===== src/afpm_pkg.sv =====
package afpm_pkg;
  // ----------------------------------------
  // clock and timing
  // ----------------------------------------
  localparam int unsigned CLK_HZ = 25000000; // device clock rate
  localparam int unsigned DC_TIME_MS = 420; // dc persistence time
  localparam int unsigned DC_CYCLES = DC_TIME_MS * (CLK_HZ / 1000); // least time, exact
  localparam int unsigned FAULT_TIMEOUT_MS = 10; // timeout period, plain default
  localparam int unsigned FAULT_TIMEOUT_CYCLES = FAULT_TIMEOUT_MS * (CLK_HZ / 1000);
  localparam int unsigned DC_DUTY_PCT = 60; // dc duty threshold percent
  localparam int unsigned PCT_FULL = 100; // percent scale
  // ----------------------------------------
  // widths and field positions
  // ----------------------------------------
  localparam int unsigned SAMPLE_W = 24; // audio sample width
  localparam int unsigned CLIP_W = 20; // clip level field width
  localparam int unsigned RATIO_W = 4; // pwm per sample multiple width
  localparam int unsigned CNT_W = 32; // long counter width
  localparam int unsigned PWM_W = 8; // pwm carrier counter width
  localparam int unsigned ERR_N = 6; // number of error sources
  localparam int unsigned ERR_OV = 0; // overvoltage bit
  localparam int unsigned ERR_UV = 1; // undervoltage bit
  localparam int unsigned ERR_CLK = 2; // clock error bit
  localparam int unsigned ERR_OC = 3; // overcurrent bit
  localparam int unsigned ERR_DC = 4; // dc offset bit
  localparam int unsigned ERR_OT = 5; // overtemperature bit
  // latching sources: overcurrent, dc offset, overtemperature
  localparam logic [5:0] LATCH_MASK = 6'h38;
  // sources that pull the fault line: latching ones plus clock
  localparam logic [5:0] ALERT_MASK = 6'h3c;
  localparam logic [5:0] ERR_NONE = 6'h00; // reset value of status
  // ----------------------------------------
  // protection states
  // ----------------------------------------
  typedef enum logic [3:0] {
    AFPM_RUN = 4'h1, // normal playback
    AFPM_LATCHED = 4'h2, // latching fault held
    AFPM_TIMEOUT = 4'h4, // toggle seen, timing out
    AFPM_SHUT = 4'h8 // shutdown requested
  } afpm_state_e;
endpackage


===== src/afpm_audio_if.sv =====
// ----------------------------------------
// audio path between manager and pwm stage
// ----------------------------------------
interface afpm_audio_if;
  import afpm_pkg::*;
  logic signed [SAMPLE_W-1:0] left; // clipped left sample
  logic signed [SAMPLE_W-1:0] right; // clipped right sample
  logic sample_strobe; // one cycle per sample
  logic run; // playback allowed
  modport src (output left, output right, output sample_strobe, output run);
  modport dst (input left, input right, input sample_strobe, input run);
endinterface


===== src/afpm_dc_detect.sv =====
module afpm_dc_detect (
  input wire logic clk, // device clock
  input wire logic resetn, // async reset, active low
  input wire logic run, // output stage switching
  input wire logic [1:0] pwm_p, // positive outputs
  input wire logic [1:0] pwm_n, // negative outputs
  output logic dc_offset_error // dc persisted too long
);
  import afpm_pkg::*;
  logic [1:0] hit; // per channel persistence reached
  for (genvar c = 0; c < 2; c++) begin : g_ch
    logic [CNT_W-1:0] win; // samples in current window
    logic [CNT_W-1:0] hi_cnt; // cycles positive in window
    logic [CNT_W-1:0] long_cnt; // cycles at same polarity bias
    logic pol; // polarity of last biased window
    logic biased; // last window over threshold
    localparam logic [CNT_W-1:0] WIN = CNT_W'(PCT_FULL * PWM_W * 32);
    localparam logic [CNT_W-1:0] HI_LIM = CNT_W'(DC_DUTY_PCT * PWM_W * 32);
    localparam logic [CNT_W-1:0] LO_LIM = CNT_W'((PCT_FULL - DC_DUTY_PCT) * PWM_W * 32);
    localparam logic [CNT_W-1:0] DC_LIM = CNT_W'(DC_CYCLES);
    // ----------------------------------------
    // duty measured per window, bias must hold its polarity
    // ----------------------------------------
    always_ff @(posedge clk or negedge resetn) begin
      if (!resetn) begin
        win <= '0;
        hi_cnt <= '0;
        long_cnt <= '0;
        pol <= 1'b0;
        biased <= 1'b0;
      end else if (!run) begin
        win <= '0;
        hi_cnt <= '0;
        long_cnt <= '0;
        biased <= 1'b0;
      end else if (win == WIN - 1'b1) begin
        win <= '0;
        hi_cnt <= '0;
        // over 60% either way, at the polarity seen before
        if (hi_cnt > HI_LIM || hi_cnt < LO_LIM) begin
          pol <= (hi_cnt > HI_LIM);
          if (!biased || pol != (hi_cnt > HI_LIM)) begin
            long_cnt <= WIN; // polarity changed: restart
          end else if (long_cnt < DC_LIM) begin
            long_cnt <= long_cnt + WIN;
          end
          biased <= 1'b1;
        end else begin
          long_cnt <= '0;
          biased <= 1'b0;
        end
      end else begin
        win <= win + 1'b1;
        hi_cnt <= hi_cnt + CNT_W'(pwm_p[c] & ~pwm_n[c]);
      end
    end
    assign hit[c] = (long_cnt > DC_LIM);
  end
  always_ff @(posedge clk or negedge resetn) begin
    if (!resetn) begin
      dc_offset_error <= 1'b0;
    end else begin
      dc_offset_error <= |hit;
    end
  end
endmodule


===== src/afpm_pwm.sv =====
module afpm_pwm (
  afpm_audio_if.dst au, // clipped audio in
  input wire logic clk, // device clock
  input wire logic resetn, // async reset, active low
  input wire logic [afpm_pkg::RATIO_W-1:0] pwm_ratio, // carriers per sample
  output logic [1:0] pwm_p, // positive outputs, per channel
  output logic [1:0] pwm_n // complementary outputs, per channel
);
  import afpm_pkg::*;
  logic [PWM_W-1:0] carrier; // carrier ramp
  logic [RATIO_W-1:0] period_cnt; // carriers since last sample
  logic [PWM_W-1:0] duty [2]; // latched duty per channel
  logic signed [SAMPLE_W-1:0] samp [2]; // channel samples
  assign samp[0] = au.left;
  assign samp[1] = au.right;
  // ----------------------------------------
  // carrier: free-running 256-clock ramp, re-aligned on each strobe; pwm_ratio only sets the wrap count
  // ----------------------------------------
  always_ff @(posedge clk or negedge resetn) begin
    if (!resetn) begin
      carrier <= '0;
      period_cnt <= '0;
    end else if (au.sample_strobe) begin
      carrier <= '0;
      period_cnt <= '0;
    end else begin
      carrier <= carrier + 1'b1;
      // wrap count kept so the multiple stays observable
      if (&carrier) begin
        period_cnt <= (period_cnt == pwm_ratio) ? '0 : period_cnt + 1'b1;
      end
    end
  end
  // ----------------------------------------
  // per channel duty update and complementary drive
  // ----------------------------------------
  for (genvar c = 0; c < 2; c++) begin : g_ch
    always_ff @(posedge clk or negedge resetn) begin
      if (!resetn) begin
        duty[c] <= {1'b1, {(PWM_W-1){1'b0}}};
        pwm_p[c] <= 1'b0;
        pwm_n[c] <= 1'b0;
      end else begin
        // offset binary top bits; midscale is 50% duty
        if (au.sample_strobe) begin
          duty[c] <= {~samp[c][SAMPLE_W-1], samp[c][SAMPLE_W-2 -: PWM_W-1]};
        end
        // both low when stopped: output stage idle
        pwm_p[c] <= au.run & (carrier < duty[c]);
        pwm_n[c] <= au.run & ~(carrier < duty[c]);
      end
    end
  end
endmodule


===== src/afpm_top.sv =====
module amp_fault_protection_manager #(
  parameter int unsigned FAULT_TIMEOUT = afpm_pkg::FAULT_TIMEOUT_CYCLES // timeout cycles
) (
  input wire logic clk, // device clock, 25 mhz
  input wire logic resetn, // async reset, active low
  input wire logic signed [afpm_pkg::SAMPLE_W-1:0] audio_left, // oversampled left
  input wire logic signed [afpm_pkg::SAMPLE_W-1:0] audio_right, // oversampled right
  input wire logic sample_strobe, // one cycle per sample
  input wire logic [afpm_pkg::CLIP_W-1:0] clip_level, // clip magnitude
  input wire logic [afpm_pkg::RATIO_W-1:0] pwm_ratio, // pwm carriers per sample
  input wire logic amp_shutdown_n, // shutdown pin, active low
  input wire logic shutdown_bit_n, // shutdown control bit, active low
  input wire logic overvoltage_flag, // analog detector, async
  input wire logic undervoltage_flag, // analog detector, async
  input wire logic clock_invalid_flag, // clock monitor, async
  input wire logic overcurrent_flag, // analog detector, async
  input wire logic overtemp_flag, // over threshold, async
  input wire logic overtemp_hyst_flag, // still above hysteresis, async
  output logic [1:0] pwm_p, // positive pwm outputs
  output logic [1:0] pwm_n, // complementary pwm outputs
  output logic fault_alert_n_o, // fault line output value
  output logic fault_alert_n_oe, // fault line enable, high drives low
  output logic [afpm_pkg::ERR_N-1:0] error_status, // error status bits
  output logic playing // normal playback
);
  import afpm_pkg::*;
  afpm_audio_if au ();
  // ----------------------------------------
  // synchronisers
  // ----------------------------------------
  logic [ERR_N:0] flag_raw; // raw detector levels
  logic [ERR_N:0] sync_a; // first stage, read only by second
  logic [ERR_N:0] sync_b; // synchronised flags
  logic dc_offset_error; // from dc detector
  assign flag_raw = {overtemp_hyst_flag, overtemp_flag, 1'b0, overcurrent_flag,
                     clock_invalid_flag, undervoltage_flag, overvoltage_flag};
  // two flops per flag keep metastability out of the fault logic
  always_ff @(posedge clk or negedge resetn) begin
    if (!resetn) begin
      sync_a <= '0;
      sync_b <= '0;
    end else begin
      sync_a <= flag_raw;
      sync_b <= sync_a;
    end
  end
  // ----------------------------------------
  // error classification
  // ----------------------------------------
  logic [ERR_N-1:0] err_now; // live errors, synchronised
  logic overvoltage_error; // supply above limit
  logic undervoltage_error; // supply below limit
  logic clock_error; // clocks not valid
  logic overcurrent_error; // output overcurrent
  logic overtemperature_error; // die too hot
  logic ot_hyst; // die not yet below hysteresis
  assign overvoltage_error = sync_b[ERR_OV];
  assign undervoltage_error = sync_b[ERR_UV];
  assign clock_error = sync_b[ERR_CLK];
  assign overcurrent_error = sync_b[ERR_OC];
  assign overtemperature_error = sync_b[ERR_OT];
  assign ot_hyst = sync_b[ERR_N];
  assign err_now = {overtemperature_error, dc_offset_error, overcurrent_error,
                    clock_error, undervoltage_error, overvoltage_error};
  logic [ERR_N-1:0] latch_now; // live latching errors
  logic [ERR_N-1:0] nonlatch_now; // live non-latching errors
  assign latch_now = err_now & LATCH_MASK;
  assign nonlatch_now = err_now & ~LATCH_MASK;
  // ----------------------------------------
  // shutdown request and toggle detection
  // ----------------------------------------
  logic sd_active; // shutdown requested by pin or bit
  logic sd_prev; // shutdown request last cycle
  logic sd_release; // low to high of shutdown, one cycle
  assign sd_active = ~amp_shutdown_n | ~shutdown_bit_n;
  assign sd_release = sd_prev & ~sd_active;
  always_ff @(posedge clk or negedge resetn) begin
    if (!resetn) begin
      sd_prev <= 1'b0;
    end else begin
      sd_prev <= sd_active;
    end
  end
  // ----------------------------------------
  // protection state machine
  // ----------------------------------------
  afpm_state_e state; // current state
  afpm_state_e next_state; // next state
  logic [CNT_W-1:0] tmo_cnt; // timeout counter
  logic tmo_done; // timeout elapsed
  logic ot_block; // overtemperature still above hysteresis
  logic latch_held; // value loaded into latched bits on recovery, tied low
  localparam logic [CNT_W-1:0] TMO_LIM = CNT_W'(FAULT_TIMEOUT);
  assign tmo_done = (tmo_cnt >= TMO_LIM);
  assign ot_block = error_status[ERR_OT] & ot_hyst;
  always_comb begin
    next_state = state;
    unique case (state)
      AFPM_RUN: begin
        if (|latch_now) begin
          next_state = AFPM_LATCHED;
        end else if (sd_active) begin
          next_state = AFPM_SHUT;
        end
      end
      AFPM_SHUT: begin
        if (!sd_active) begin
          next_state = AFPM_RUN;
        end
      end
      AFPM_LATCHED: begin
        // only a completed toggle starts a recovery attempt
        if (sd_release) begin
          next_state = AFPM_TIMEOUT;
        end
      end
      AFPM_TIMEOUT: begin
        if (|latch_now) begin
          next_state = AFPM_LATCHED;
        end else if (sd_active) begin
          next_state = AFPM_LATCHED;
        end else if (tmo_done && !ot_block) begin
          next_state = AFPM_RUN;
        end
      end
    endcase
  end
  always_ff @(posedge clk or negedge resetn) begin
    if (!resetn) begin
      state <= AFPM_RUN;
    end else begin
      state <= next_state;
    end
  end
  // timeout counts only while waiting after the toggle
  always_ff @(posedge clk or negedge resetn) begin
    if (!resetn) begin
      tmo_cnt <= '0;
    end else if (state != AFPM_TIMEOUT) begin
      tmo_cnt <= '0;
    end else if (!tmo_done) begin
      tmo_cnt <= tmo_cnt + 1'b1;
    end
  end
  // ----------------------------------------
  // error status bits
  // ----------------------------------------
  // latched bits stay until recovery; set wins over clear
  assign latch_held = 1'b0;
  always_ff @(posedge clk or negedge resetn) begin
    if (!resetn) begin
      error_status <= ERR_NONE;
    end else begin
      for (int i = 0; i < ERR_N; i++) begin
        if (err_now[i]) begin
          error_status[i] <= 1'b1;
        end else if (!LATCH_MASK[i]) begin
          error_status[i] <= 1'b0;
        end else if (next_state == AFPM_RUN && state == AFPM_TIMEOUT) begin
          error_status[i] <= latch_held;
        end
      end
    end
  end
  // ----------------------------------------
  // fault line and playback
  // ----------------------------------------
  logic alert; // fault line pulled low
  // supply errors are excluded by the mask; clock error needs no timeout
  assign alert = (state == AFPM_LATCHED) || (state == AFPM_TIMEOUT) ||
                 (|(err_now & ALERT_MASK));
  always_ff @(posedge clk or negedge resetn) begin
    if (!resetn) begin
      fault_alert_n_oe <= 1'b0;
      playing <= 1'b0;
    end else begin
      fault_alert_n_oe <= alert;
      // non-latching errors only hold playback while present
      playing <= (next_state == AFPM_RUN) && !(|nonlatch_now) && !sd_active;
    end
  end
  // open drain: drive a constant low, release otherwise
  assign fault_alert_n_o = 1'b0;
  // ----------------------------------------
  // digital clipper
  // ----------------------------------------
  logic signed [SAMPLE_W-1:0] clip_pos; // positive clip point
  logic signed [SAMPLE_W-1:0] clip_neg; // negative clip point
  logic signed [SAMPLE_W-1:0] in_s [2]; // channel inputs
  logic signed [SAMPLE_W-1:0] out_s [2]; // clipped outputs
  assign clip_pos = SAMPLE_W'({1'b0, clip_level, {(SAMPLE_W-CLIP_W-1){1'b0}}});
  assign clip_neg = -clip_pos;
  assign in_s[0] = audio_left;
  assign in_s[1] = audio_right;
  for (genvar c = 0; c < 2; c++) begin : g_clip
    // registered so the pwm stage sees stable samples
    always_ff @(posedge clk or negedge resetn) begin
      if (!resetn) begin
        out_s[c] <= '0;
      end else if (sample_strobe) begin
        if (in_s[c] > clip_pos) begin
          out_s[c] <= clip_pos;
        end else if (in_s[c] < clip_neg) begin
          out_s[c] <= clip_neg;
        end else begin
          out_s[c] <= in_s[c];
        end
      end
    end
  end
  logic strobe_d; // strobe aligned to clipped samples
  always_ff @(posedge clk or negedge resetn) begin
    if (!resetn) begin
      strobe_d <= 1'b0;
    end else begin
      strobe_d <= sample_strobe;
    end
  end
  assign au.left = out_s[0];
  assign au.right = out_s[1];
  assign au.sample_strobe = strobe_d;
  assign au.run = playing;
  // ----------------------------------------
  // pwm conversion and dc watch
  // ----------------------------------------
  afpm_pwm u_pwm (
    .au(au.dst),
    .clk(clk),
    .resetn(resetn),
    .pwm_ratio(pwm_ratio),
    .pwm_p(pwm_p),
    .pwm_n(pwm_n)
  );
  afpm_dc_detect u_dc (
    .clk(clk),
    .resetn(resetn),
    .run(playing),
    .pwm_p(pwm_p),
    .pwm_n(pwm_n),
    .dc_offset_error(dc_offset_error)
  );
endmodule


===== config.mk =====
export PLATFORM = sky130hd
export DESIGN_NAME = amp_fault_protection_manager
export DESIGN_NICKNAME = d
export VERILOG_FILES = /design/src/afpm_pkg.sv /design/src/afpm_audio_if.sv /design/src/afpm_dc_detect.sv /design/src/afpm_pwm.sv /design/src/afpm_top.sv
export SDC_FILE = /design/constraint.sdc
export NUM_CORES = 1
export LEC_CHECK = 0
export BUFFER_PORTS_ARGS = -buffer_cell sky130_fd_sc_hd__buf_2
export CELL_PAD_IN_SITES_DETAIL_PLACEMENT = 1
export CELL_PAD_IN_SITES_GLOBAL_PLACEMENT = 1
export CORE_MARGIN = 2
export CORE_UTILIZATION = 43
export DETAILED_ROUTE_END_ITERATION = 6
export PLACE_DENSITY_LB_ADDON = 0.1
export SLEW_MARGIN = 20
export SYNTH_ARGS = -nofsm -noshare
export SYNTH_HDL_FRONTEND = slang
export SYNTH_SLANG_ARGS = --single-unit

===== constraint.sdc =====
create_clock -name clk -period 2.06 [get_ports clk]
set_input_delay 0.309 -clock clk [delete_from_list [all_inputs] [get_ports clk]]
set_output_delay 0.309 -clock clk [all_outputs]
set_load 0.005 [all_outputs]

==> run summary <==
• 0.437 — effective utilization at floorplan
• 61000 µm — WL final
• 84200 µm — first-pass GRT wire length
• 10.6 nW — standby leakage power
• 3 — Longest Clk Path Bufs
• 0 — number of pins exceeding their max-slew limit in the final report
• 0 — DRC violation count after routing
• 34 — CTS buffer count
• 0.456 — Clk pwr share
• 0.0232 mm² — Layout Cell Area excl Fill
• 0 — number of violations of the max-capacitance limit
• 279 — total clock sinks
• 5 — count of TritonRoute iterations in the first routing pass
• 1626 — synthesized instance count
• 9.55 µm² — Mean Syn Cell Area
• 5 — maximum fanout along the worst path
• 0.450 — sequential area share after synthesis
• 0.0377 mm² — DIE AREA
• 5.75 — drt via density
• 0.06 ns — clock-pin slew on the worst setup and hold paths
• 0.0356 mm² — Core Region
• 0.00699 mm² — register area
• 0.0191 mm² — cell area after placement
• 0.396 — fraction of final layout cells sized beyond drive strength 1
• primary input to register — worst min-delay path class
• 194 µm — x dimension of the die
• 1.55 — final clock period utilization by the worst path
• 1818 — net count after synthesis
• 3.62 ns — worst endpoint data arrival time
• 0.55 ns — clock insertion delay at the later pin of the skew report
• 663 — number of violations reported at the end of detailed-routing iteration 0
• 0.503 — Max transition margin
• 33100 µm — half-perimeter wire length after placement
• 0.00986 W — total internal power
• -51.02 ns — Fin Setup TNS
• 77 — number of library cell types mapped by synthesis
• 15.1k — Via Count
• -1.14 ns — final worst slack
• 2 — initial antenna violation count
• 576 mW/mm² — Power Density
• done — CTS tree
• sky130_fd_sc_hd__clkbuf_16 — clock tree root buffer cell
• 0.116 — Comb power frac
• 1.00 — fraction of registers with async set/reset
• 4 — number of cells traversed by the worst hold path
• 0.729 mV — Max IR drop VDD
• 2337 — NumNets Final
• 0.0155 mm² — netlist area before placement
• 2.48 ns — critical path required time
• buf_8 > inv_6 > ha_4 > nor4b_4 > nand4_1 > or3_4 > xnor2_2 > ha_1 > a21oi_1 > o21ai_1 > a211oi_2 > o21ai_2 > mux2_4 > mux2_4 > o221a_4 — critical path, cell by cell
• sky130_fd_sc_hd__mux2_4 — most common cell type on the critical path
• 61 — maximum number of pins on one net before global-route repair
• 16.3k — via count of the first global-routing pass
• 3798 — filler instances
• 0.263 — switching share of power
• 0 — Post-synth EDFFs
• primary input — CP Launch Type
• 0 — Antenna Violating Nets Remaining
• 96 — I/O pins
• 0.273 — GRT Total Usage
• 0.428 — portion of total power attributed to sequential cells
• 0.896 — global placer's final weighted congestion
• 0 — number of endpoints with negative hold slack in the final report
• 148 — Setup violations, final
• 69 — number of placement rows
• 0.46 ns — max incr delay on CP
• 3.20 ns — final critical delay including setup and external delays
• sky130_fd_sc_hd__dfrtp_1 — Yosys top cell by area
• 312 MHz — achievable clock frequency
• 0.746 ns — Worst Max-Slew Pin Slew
• 8 — Worst R2R Path Depth
• 279 — number of register bits inferred by synthesis
• sky130_fd_sc_hd__or3_4 — master of the slowest instance on the critical path
• 90 — total of buffers placed on input and output ports
• 0 — total congestion overflow
• setup timing — failing checks
• register — sort of element at the end of the critical path
• 2 — level count of the clock H-tree
• 0.00351 W — Psw
• 23.2 µm — routed length per instance
• primary input to register — Crit Path Class
• true — unrepaired setup endpoints after global routing
• 0.00996 mm² — area of the multi-input gates
• sky130_fd_sc_hd__dfrtp_1 (44%), sky130_fd_sc_hd__ha_1 (8.8%), sky130_fd_sc_hd__nor2_1 (4.8%) — ranking of synthesized cells by area
• 0.445 — top-area cell type share of the netlist area
• 0.0279 ns — clock skew
• 0 — antenna cells
• 49.3% — signed area change from the synthesized netlist to the final layout
• 194 µm — Vert. Die Dim
• sky130_fd_sc_hd__dfrtp_1 — Main synth FF type
• finished, violations left — status
• 0 — yosys synthesis warning count
-- through the flow --
step | hold WS [ns] | std cells | total power, W | worst slack (ns) | utilization
4_1_cts | 0.156 | 2584 | 0.0133 | -1.09 | 0.610
3_3_place_gp | 0.262 | 2469 | 0.00712 | -1.59 | 0.538
3_5_place_dp | 0.259 | 2469 | 0.00720 | -1.77 | 0.538
2_1_floorplan | 0.0134 | 1626 | 0.00646 | -1.37 | -
5_1_grt | 0.177 | 2632 | 0.0138 | -1.21 | 0.652
6_report | 0.171 | 2632 | 0.0134 | -1.14 | 0.652
-- metal layers --
metal	vias to the layer above	routed length, µm	track usage
met5	-	13	0
met4	2	2970	0.101
met3	187	2360	0.0372
met2	413	32200	0.505
met1	7705	23500	0.320
li1	6814	-	-
-- path summary, 6_finish.rpt --
path                                         from                        end  slack, ns
min                                clip_level[15]               au.right[18]       0.17
max reg2reg                u_dc.g_ch[0].hi_cnt[0]  u_dc.g_ch[0].long_cnt[10]      -0.58
min reg2reg                             sync_a[3]                  sync_b[3]       0.35
max in group asynchronous                  resetn                tmo_cnt[11]       1.09
max                                 clip_level[0]               au.right[17]      -1.14
min in group asynchronous                  resetn       u_dc.g_ch[0].win[30]       0.26
-- cell usage in the layout (no fill, tap or decap), types with 8 or more instances in the layout --
cell,count
sky130_fd_sc_hd__a21oi_2,15
sky130_fd_sc_hd__buf_4,369
sky130_fd_sc_hd__o21ai_1,9
sky130_fd_sc_hd__and3_1,32
sky130_fd_sc_hd__a21o_1,25
sky130_fd_sc_hd__nand3_1,64
sky130_fd_sc_hd__nor2_1,132
sky130_fd_sc_hd__and2_1,29
sky130_fd_sc_hd__dfrtp_1,273
sky130_fd_sc_hd__buf_6,33
sky130_fd_sc_hd__nor3_2,9
sky130_fd_sc_hd__clkbuf_16,40
sky130_fd_sc_hd__and4_1,9
sky130_fd_sc_hd__o21ai_2,9
sky130_fd_sc_hd__buf_2,87
sky130_fd_sc_hd__nand4_1,52
sky130_fd_sc_hd__a21oi_1,44
sky130_fd_sc_hd__nor4_2,11
sky130_fd_sc_hd__nor4_4,18
sky130_fd_sc_hd__ha_1,101
sky130_fd_sc_hd__nand2_1,104
sky130_fd_sc_hd__nand2b_1,11
sky130_fd_sc_hd__nor2_4,60
sky130_fd_sc_hd__nor3_1,28
sky130_fd_sc_hd__a31oi_1,10
sky130_fd_sc_hd__and2_4,14
sky130_fd_sc_hd__clkinv_2,9
sky130_fd_sc_hd__or3_1,13
sky130_fd_sc_hd__mux2_2,8
sky130_fd_sc_hd__o21ai_0,42
sky130_fd_sc_hd__xnor2_1,62
sky130_fd_sc_hd__buf_12,13
sky130_fd_sc_hd__xor2_1,79
sky130_fd_sc_hd__inv_1,79
sky130_fd_sc_hd__nor4_1,16
-- repair_timing --
| item | CTS | global route |
|---|---|---|
| gates resized for setup | 204 | 236 |
| endpoints found under the hold margin | 46 | 0 |
| buffers inserted | 41 | 44 |
| gates cloned | 7 | 6 |
| hold buffers | 7 | 0 |
| pin swaps | 90 | 139 |
| setup endpoints to repair | 197 | 211 |
-- cells by family (layout without fill, tap and decap cells) --
kind of cell | Yosys count | in the layout | share of synthesized area
AND/OR/NAND/NOR | 679 | 680 | 0.219
multiplexers | 17 | 18 | 0.0118
XOR/XNOR | 153 | 153 | 0.0863
AO/OA/AOI/OAI | 262 | 263 | 0.112
flip-flops | 279 | 279 | 0.450
buffers and inverters | 126 | 668 | 0.0325
adder cells (fa/ha/maj) | 109 | 109 | 0.0878
other | 1 | 1 | 0.000241
-- state kept, by name, summed over array words and instances, names as in the netlist, 8 cells and up --
name / flops
au.right: 8
u_dc.g_ch.long_cnt: 44
u_dc.g_ch.win: 64
u_pwm.carrier: 8
u_pwm.duty: 16
u_dc.g_ch.hi_cnt: 64
tmo_cnt: 32
au.left: 8
-- synth_stat cells, types with 7 or more instances --
| cell | number |
|---|---|
| sky130_fd_sc_hd__clkbuf_1 | 25 |
| sky130_fd_sc_hd__mux2_2 | 11 |
| sky130_fd_sc_hd__nor3_1 | 40 |
| sky130_fd_sc_hd__and3_1 | 36 |
| sky130_fd_sc_hd__and4_1 | 9 |
| sky130_fd_sc_hd__nand2_1 | 115 |
| sky130_fd_sc_hd__ha_1 | 109 |
| sky130_fd_sc_hd__or3_1 | 18 |
| sky130_fd_sc_hd__nor2b_1 | 11 |
| sky130_fd_sc_hd__o21a_1 | 7 |
| sky130_fd_sc_hd__nand2b_1 | 15 |
| sky130_fd_sc_hd__dfrtp_1 | 276 |
| sky130_fd_sc_hd__inv_1 | 82 |
| sky130_fd_sc_hd__and2_1 | 43 |
| sky130_fd_sc_hd__o31ai_1 | 12 |
| sky130_fd_sc_hd__o221ai_1 | 9 |
| sky130_fd_sc_hd__a21o_1 | 25 |
| sky130_fd_sc_hd__nor4_1 | 41 |
| sky130_fd_sc_hd__o21ai_0 | 61 |
| sky130_fd_sc_hd__a21oi_1 | 61 |
| sky130_fd_sc_hd__a31oi_1 | 13 |
| sky130_fd_sc_hd__nand4_1 | 52 |
| sky130_fd_sc_hd__xnor2_1 | 69 |
| sky130_fd_sc_hd__nand3_1 | 78 |
| sky130_fd_sc_hd__buf_2 | 16 |
| sky130_fd_sc_hd__nor2_1 | 198 |
| sky130_fd_sc_hd__xor2_1 | 84 |
-- worst max-delay path: cells and delay by family --
| kind | cells | cell delay [ns] |
|---|---|---|
| fa+ha+maj | 2 | 0.47 |
| compound gates | 5 | 0.85 |
| mux | 2 | 0.69 |
| xor+xnor | 1 | 0.15 |
| buf+inv | 2 | 0.15 |
| simple gates | 3 | 0.99 |
-- power groups by stage --
stage / Sequential, W / Combinational (W) / Clock [W]
global route: 0.00573 / 0.00172 / 0.00639
floorplan: 0.00576 / 0.000695 / 0
detailed placement: 0.00580 / 0.00139 / 0
CTS: 0.00571 / 0.00149 / 0.00609
global placement: 0.00580 / 0.00133 / 0
finish: 0.00572 / 0.00155 / 0.00610
-- area by class of cell --
class | count | share of cell area
clock inverters | 13 | 0.00480
repair buffers | 524 | 0.182
inverters | 82 | 0.0142
multi-input cells | 1224 | 0.429
well taps | 461 | 0.0249
clock buffers | 49 | 0.0430
flip-flops and latches | 279 | 0.301
(Power assumes the default switching activity.)
